==> config.mk <==
export PLATFORM = sky130hd
export DESIGN_NAME = sio_regs
export DESIGN_NICKNAME = d
export VERILOG_FILES = /design/src/sio_pkg.sv /design/src/sio_regs.sv
export SDC_FILE = /design/constraint.sdc
export NUM_CORES = 1
export LEC_CHECK = 0
export BUFFER_PORTS_ARGS = -buffer_cell sky130_fd_sc_hd__buf_2
export CAP_MARGIN = 20
export CORE_MARGIN = 2
export CORE_UTILIZATION = 40
export DETAILED_ROUTE_END_ITERATION = 8
export PLACE_DENSITY_LB_ADDON = 0.3
export RECOVER_POWER = 50
export REMOVE_ABC_BUFFERS = 1
export SLEW_MARGIN = 20
export SYNTH_ARGS = -nofsm -noshare
export SYNTH_HDL_FRONTEND = slang
export SYNTH_SLANG_ARGS = --single-unit
==> constraint.sdc <==
create_clock -name i_clk_sys -period 2.01 [get_ports i_clk_sys]
set_input_delay 0.402 -clock i_clk_sys [delete_from_list [all_inputs] [get_ports i_clk_sys]]
set_output_delay 0.402 -clock i_clk_sys [all_outputs]
set_load 0.01 [all_outputs]
==> src/sio_pkg.sv <==
package sio_pkg;

    // =====================================================================
    // Register offsets
    localparam logic [7:0] OFS_IN_SET   = 8'h30;
    localparam logic [7:0] OFS_OUT_SET  = 8'h50;
    localparam logic [7:0] OFS_L_HIGH   = 8'h51;
    localparam logic [7:0] OFS_L_MID    = 8'h52;
    localparam logic [7:0] OFS_L_LOW    = 8'h53;
    localparam logic [7:0] OFS_R_HIGH   = 8'h54;
    localparam logic [7:0] OFS_R_MID    = 8'h55;
    localparam logic [7:0] OFS_R_LOW    = 8'h56;

    // =====================================================================
    // Field positions
    localparam int BIT_RX_PON    = 4;
    localparam int BIT_TX_VALID  = 8;
    localparam int BIT_TX_COPY   = 6;
    localparam int BIT_TX_PON    = 4;
    localparam int BIT_TX_DIS    = 3;

    // =====================================================================
    // Reset values
    localparam logic [15:0] RST_IN_SET  = 16'h0010;
    localparam logic [15:0] RST_OUT_SET = 16'h0054;
    localparam logic [15:0] RST_STATUS  = 16'h0000;
    // Writable bit masks; reserved bits stay zero
    localparam logic [15:0] MSK_IN_SET  = 16'h0013;
    localparam logic [15:0] MSK_OUT_SET = 16'h015f;
    localparam logic [15:0] MSK_LOW     = 16'h00ff;

    // =====================================================================
    // Source codes and sampling frequency codes
    localparam logic [2:0] SRC_ADC     = 3'h0;
    localparam logic [2:0] SRC_SERIAL  = 3'h1;
    localparam logic [2:0] SRC_UNUSED  = 3'h2;
    localparam logic [2:0] SRC_MIX     = 3'h3;
    localparam logic [3:0] FS_44K1     = 4'h0;
    localparam logic [3:0] FS_48K      = 4'h1;
    localparam logic [3:0] FS_32K      = 4'h2;

    typedef enum logic [1:0] {
        SIO_FS_44K1,
        SIO_FS_48K,
        SIO_FS_32K,
        SIO_FS_RSVD
    } sio_fs_t;

    // Transmit control bundle
    typedef struct packed {
        logic       validity;
        logic       power_on;
        logic       encoder_disable;
        logic [2:0] source;
    } sio_tx_ctrl_t;

endpackage

==> src/sio_regs.sv <==
// Our own choice: the strobed register port.
`timescale 1ns/1ps
// =====================================================================
// Behaviour
// - Receive path powered down when bit is 0
// - Two-bit selector routes one of four pins
// - Validity bit marks transmitted samples valid
// - Copy bit sends left status on right
// - Transmit path powered down when bit is 0
// - Encoder disable bit stops the encoder
// - Three-bit selector picks encoder source
// - Upper registers give status bits 39..24
// - Middle registers give status bits 23..8
// - Low byte gives bits 7..0, upper reserved
// - Left status bits 27..24 decode sampling frequency
module sio_regs (
    input  wire logic                  i_clk_sys,
    input  wire logic                  i_reset,
    input  wire logic [7:0]            i_addr,
    input  wire logic [15:0]           i_wdata,
    input  wire logic                  i_wr,
    input  wire logic                  i_rd,
    output logic      [15:0]           o_rdata,
    input  wire logic [3:0]            i_rx_pin,
    input  wire logic                  i_block_start,
    output logic                       o_rx_power_on,
    output logic                       o_rx_slicer_in,
    output logic      [1:0]            o_rx_pin_select,
    output sio_pkg::sio_tx_ctrl_t      o_tx_ctrl,
    output logic                       o_tx_loop_in,
    output logic                       o_tx_src_unused,
    output logic      [39:0]           o_tx_status_left,
    output logic      [39:0]           o_tx_status_right,
    output sio_pkg::sio_fs_t           o_tx_fs
);

    // =====================================================================
    // Register storage
    logic [15:0] in_set_reg;
    logic [15:0] out_set_reg;
    logic [39:0] stat_l_reg;
    logic [39:0] stat_r_reg;
    logic [39:0] act_l_reg;
    logic [39:0] act_r_reg;
    logic [39:0] act_r_next;
    logic [3:0]  pin_s1_reg;
    logic [3:0]  pin_s2_reg;
    logic [15:0] rdata_next;

    // Forty-bit reset image built from the 16-bit package value
    localparam logic [39:0] STAT_RST = {sio_pkg::RST_STATUS[7:0],
                                        sio_pkg::RST_STATUS,
                                        sio_pkg::RST_STATUS};

    // Input settings register; reserved bits forced low
    always_ff @(posedge i_clk_sys) begin
        if (i_reset) begin
            in_set_reg <= sio_pkg::RST_IN_SET;
        end else if (i_wr && i_addr == sio_pkg::OFS_IN_SET) begin
            in_set_reg <= i_wdata & sio_pkg::MSK_IN_SET;
        end
    end

    // Output settings register
    always_ff @(posedge i_clk_sys) begin
        if (i_reset) begin
            out_set_reg <= sio_pkg::RST_OUT_SET;
        end else if (i_wr && i_addr == sio_pkg::OFS_OUT_SET) begin
            out_set_reg <= i_wdata & sio_pkg::MSK_OUT_SET;
        end
    end

    // Shadow status words, as software sees them
    always_ff @(posedge i_clk_sys) begin
        if (i_reset) begin
            stat_l_reg <= STAT_RST;
            stat_r_reg <= STAT_RST;
        end else if (i_wr) begin
            case (i_addr)
                sio_pkg::OFS_L_HIGH: stat_l_reg[39:24] <= i_wdata;
                sio_pkg::OFS_L_MID:  stat_l_reg[23:8]  <= i_wdata;
                sio_pkg::OFS_L_LOW:
                    stat_l_reg[7:0] <= i_wdata[7:0];
                sio_pkg::OFS_R_HIGH: stat_r_reg[39:24] <= i_wdata;
                sio_pkg::OFS_R_MID:  stat_r_reg[23:8]  <= i_wdata;
                sio_pkg::OFS_R_LOW:
                    stat_r_reg[7:0] <= i_wdata[7:0];
                default: ;
            endcase
        end
    end

    // Right channel takes left status while copy is set
    always_comb begin
        act_r_next = out_set_reg[sio_pkg::BIT_TX_COPY]
                   ? stat_l_reg : stat_r_reg;
    end

    // Active status only moves at a block boundary, so one block
    // never mixes old and new bits; costs a block of latency
    always_ff @(posedge i_clk_sys) begin
        if (i_reset) begin
            act_l_reg <= STAT_RST;
            act_r_reg <= STAT_RST;
        end else if (i_block_start) begin
            act_l_reg <= stat_l_reg;
            act_r_reg <= act_r_next;
        end
    end

    // Pins are asynchronous: two flops before use
    always_ff @(posedge i_clk_sys) begin
        if (i_reset) begin
            pin_s1_reg <= 4'h0;
            pin_s2_reg <= 4'h0;
        end else begin
            pin_s1_reg <= i_rx_pin;
            pin_s2_reg <= pin_s1_reg;
        end
    end

    // =====================================================================
    // Read path, data valid the cycle after the strobe
    always_comb begin
        case (i_addr)
            sio_pkg::OFS_IN_SET:  rdata_next = in_set_reg;
            sio_pkg::OFS_OUT_SET: rdata_next = out_set_reg;
            sio_pkg::OFS_L_HIGH:  rdata_next = stat_l_reg[39:24];
            sio_pkg::OFS_L_MID:   rdata_next = stat_l_reg[23:8];
            sio_pkg::OFS_L_LOW:   rdata_next = {8'h00, stat_l_reg[7:0]};
            sio_pkg::OFS_R_HIGH:  rdata_next = stat_r_reg[39:24];
            sio_pkg::OFS_R_MID:   rdata_next = stat_r_reg[23:8];
            sio_pkg::OFS_R_LOW:   rdata_next = {8'h00, stat_r_reg[7:0]};
            default:              rdata_next = 16'h0000; // Unmapped reads zero
        endcase
    end

    always_ff @(posedge i_clk_sys) begin
        if (i_reset) begin
            o_rdata <= 16'h0000;
        end else if (i_rd) begin
            o_rdata <= rdata_next;
        end else begin
            o_rdata <= 16'h0000;
        end
    end

    // =====================================================================
    // Control outputs
    assign o_rx_power_on   = in_set_reg[sio_pkg::BIT_RX_PON];
    assign o_rx_pin_select = in_set_reg[1:0];
    // Slicer sees the selected pin, held low while powered down
    assign o_rx_slicer_in  = o_rx_power_on
                           & pin_s2_reg[in_set_reg[1:0]];

    assign o_tx_ctrl.validity        =
        out_set_reg[sio_pkg::BIT_TX_VALID];
    assign o_tx_ctrl.power_on        =
        out_set_reg[sio_pkg::BIT_TX_PON];
    assign o_tx_ctrl.encoder_disable =
        out_set_reg[sio_pkg::BIT_TX_DIS] | ~o_tx_ctrl.power_on;
    assign o_tx_ctrl.source          = out_set_reg[2:0];
    // Loop-through codes carry the pin number in the low two bits
    assign o_tx_loop_in    = out_set_reg[2]
                           & pin_s2_reg[out_set_reg[1:0]];
    assign o_tx_src_unused = out_set_reg[2:0] == sio_pkg::SRC_UNUSED;

    assign o_tx_status_left  = act_l_reg;
    assign o_tx_status_right = act_r_reg;

    // Sampling frequency decode from left status bits 27..24
    always_comb begin
        case (act_l_reg[27:24])
            sio_pkg::FS_44K1: o_tx_fs = sio_pkg::SIO_FS_44K1;
            sio_pkg::FS_48K:  o_tx_fs = sio_pkg::SIO_FS_48K;
            sio_pkg::FS_32K:  o_tx_fs = sio_pkg::SIO_FS_32K;
            default:          o_tx_fs = sio_pkg::SIO_FS_RSVD;
        endcase
    end
endmodule

==> qor.txt <==
Hold_sp - i_rx_pin[2]
Final core utilization - 49.2%
Crit Path Max Fanout - 2
PwrDens - 803 mW/mm²
Final-report setup violation count - 0
# H-tree levels - 4
Int Power - 5840 µW
Num CTS Buffers - 17
Die Area - 0.0212 mm²
Setup TNS - 0 ps
Pins over their slew limit - 69
Worst-skew pair later-pin latency - 430 ps
Clock power frac - 43.5%
Combinational power share - 5.8%
Final period util - 98.3%
Area Overhead vs Synth - 20.1%
Switching Power - 1880 µW
Max-cap violation count - 1
Final hold vios - 0
Leakage power - 0.00454 µW
Syn Std Cell Area - 0.00801 mm²
Flop pwr share - 50.7%
Synth Instances - 814
Fillers - 1,896
Clock Skew - 8.58 ps
Synth top area share - 48.5%
Max frequency - 506 MHz
Synth warn - 0
Hold Path Class - input port to register
Failing checks - max-capacitance violations, max-slew violations
Ys flop type - dfxtp_1
Row cnt - 51
Final instance area - 0.00962 mm²
Synth Area per Inst - 9.84 µm²
Critical Path RT - 1610 ps
Core area - 0.0195 mm²
Global Route Usage Sum - 20.1%
DP Area - 0.00914 mm²
Hold Path Cell Cnt - 2
Register area share after synthesis - 48.5%
Global-route wire length before repair - 33,800 µm
Chip width - 145 µm
Vias/cell - 5.18
Vias in the first global route - 5,942
Count of different cell masters after synthesis - 45
CTS Buffer Depth - 2
Initial antenna violation count - 0
WL per Instance - 17.6 µm
Worst R2R Setup Slack - 740 ps
Routed WL - 21,500 µm
Ys async rst share - 0%
DR iter-0 viols - 466
I/O Pins - 143
Hold slack - 173 ps
Slew HR - -4.36%
Placer Congestion - 0.801
Slew @ Worst Pin - 1570 ps
Layout cells sized above 1 - 22.6%
Maximum number of pins on one net before global-route repair - 76
CTS tree - done
Clock Pin Slew Worst Setup and Hold Paths - 70 ps
Hold Path End - pin_s1_reg[2]
Status - complete, but fails checks
Final Critical Period - 1980 ps
Unrepaired setup endpoints after global routing - true
Worst EP arrival - 1570 ps
Clock Root Buffer - clkbuf_16
Synth top area cells - dfxtp_1, mux2i_1, nor2_1, a211oi_1, nand2_1
Post-synth EDFFs - 0
Final nets - 979
Post-DP HPWL - 14,900 µm
RR Endpoint - o_tx_status_right[25]
DR vias - 6,342
DR pass1 iterations - 4
CP Capture Type - primary output
Critical R2R Launch - out_set_reg[6]
Detail Route Antenna Nets - 0
Kind of critical path - register to primary output
Sink Count - 194
Die H - 145 µm
Input/output buffers - 142
Area leader, netlist - dfxtp_1
Worst-case reg-to-reg path depth - 3
Remaining DRCs - 0
Grt total ovfl - 0
Switch share - 24.4%
Initial Utilization - 41.0%
Critical Path Start Type - register
Synthesized flop and latch total - 194
Cts hold-fix bufs - 0
Maximum vdd drop - 0.613 mV
## cells in the mapped netlist (2+ instances only)
| master | instances |
|---|---|
| dfxtp_1 | 194 |
| nor2_1 | 158 |
| mux2i_1 | 157 |
| nand2_1 | 41 |
| a211oi_1 | 40 |
| clkbuf_1 | 39 |
| buf_2 | 21 |
| a21oi_1 | 20 |
| a22oi_1 | 20 |
| nor2b_1 | 17 |
| a21oi_2 | 11 |
| nand3_1 | 9 |
| buf_4 | 7 |
| a31oi_1 | 6 |
| and2_1 | 5 |
| nor3_1 | 5 |
| or3_1 | 5 |
| nand2b_1 | 4 |
| nand4_2 | 4 |
| o21ai_0 | 4 |
| a211o_1 | 3 |
| a221oi_1 | 3 |
| and4_1 | 3 |
| buf_6 | 3 |
| mux2_1 | 3 |
| mux4_2 | 3 |
| a22o_1 | 2 |
| a32o_1 | 2 |
| and3_1 | 2 |
| nand4_1 | 2 |
| nand4b_1 | 2 |
| nor3b_1 | 2 |
| nor3b_2 | 2 |
| o21ai_1 | 2 |
| o22ai_1 | 2 |
| o32a_1 | 2 |
## how the worst max path moves through the flow
stage                     end            from  slack [ps]
2_1_floorplan  stat_l_reg[10]       i_addr[3]       -1000
3_3_place_gp       o_rdata[8]       i_addr[0]         170
3_5_place_dp      o_rdata[14]       i_addr[0]         150
4_1_cts          o_tx_loop_in  out_set_reg[0]           8
5_1_grt          o_tx_loop_in  out_set_reg[0]         -10
6_report         o_tx_loop_in  out_set_reg[0]          30
## through the flow
stage,power (µW),instances,setup slack (ps)
6_report,7720,1225,34.7
5_1_grt,8010,1224,-14.2
3_3_place_gp,4460,1190,171
4_1_cts,7800,1224,7.77
3_5_place_dp,4470,1190,146
2_1_floorplan,4160,744,-1000
## cell type report
type / count / area, µm² / area share, %
Antenna cell: 1 / 2.50 / 0.0260
Clock buffer: 18 / 439 / 4.57
Clock inverter: 14 / 143 / 1.48
Inverter: 1 / 3.75 / 0.0390
Multi-Input combinational cell: 549 / 3770 / 39.2
Sequential cell: 194 / 3890 / 40.5
Tap cell: 265 / 332 / 3.45
Timing Repair Buffer: 183 / 1040 / 10.8
## cell usage in the layout (no fill, tap or decap), types with 9 or more instances in the layout
cell / count
a21oi_2: 11
mux2i_1: 157
clkbuf_1: 24
nand2_1: 41
buf_2: 121
clkbuf_2: 9
nor2_1: 158
a211oi_1: 40
a22oi_1: 20
clkbuf_16: 17
nor2b_1: 17
dfxtp_1: 191
buf_4: 22
a21oi_1: 20
nand3_1: 9
## worst max-delay path: stages (launching register included)
cell and delay [ps]:
dfxtp_4 360, mux4_2 490, and2_4 180, buf_6 110
## power by group through the flow
stage	clock network, µW	logic (µW)	registers, µW
after floorplan	0	135	4020
after global placement	0	459	4000
after detailed placement	0	463	4000
after CTS	3420	466	3910
after global routing	3600	494	3920
final	3360	451	3910
## kinds of logic (layout without fill, tap and decap cells)
group                  count (synthesis)  in the layout  share of synthesized area [%]
other                                  0              1                              0
AO/OA/AOI/OAI                        119            119                           10.9
multiplexers                         163            163                           20.9
flip-flops                           194            194                           48.5
buffers and inverters                 71            216                           4.27
AND/OR/NAND/NOR                      267            267                           15.5
## per-layer routing
| layer | wire length, µm | track usage, % |
|---|---|---|
| met1 | 10200 | 27.5 |
| met2 | 10200 | 32.6 |
| met3 | 938 | 3.95 |
| met4 | 245 | 5.49 |
| met5 | 0 | 0 |
## what timing repair did
| item | CTS | global route |
|---|---|---|
| gates cloned | 0 | 0 |
| gates resized for setup | 5 | 1 |
| pin swaps | 0 | 1 |
| setup buffers | 2 | 0 |
| endpoints found under the setup margin | 2 | 2 |
| endpoints found under the hold margin | 0 | 0 |
Note: power is estimated with default switching activity, not from simulation.
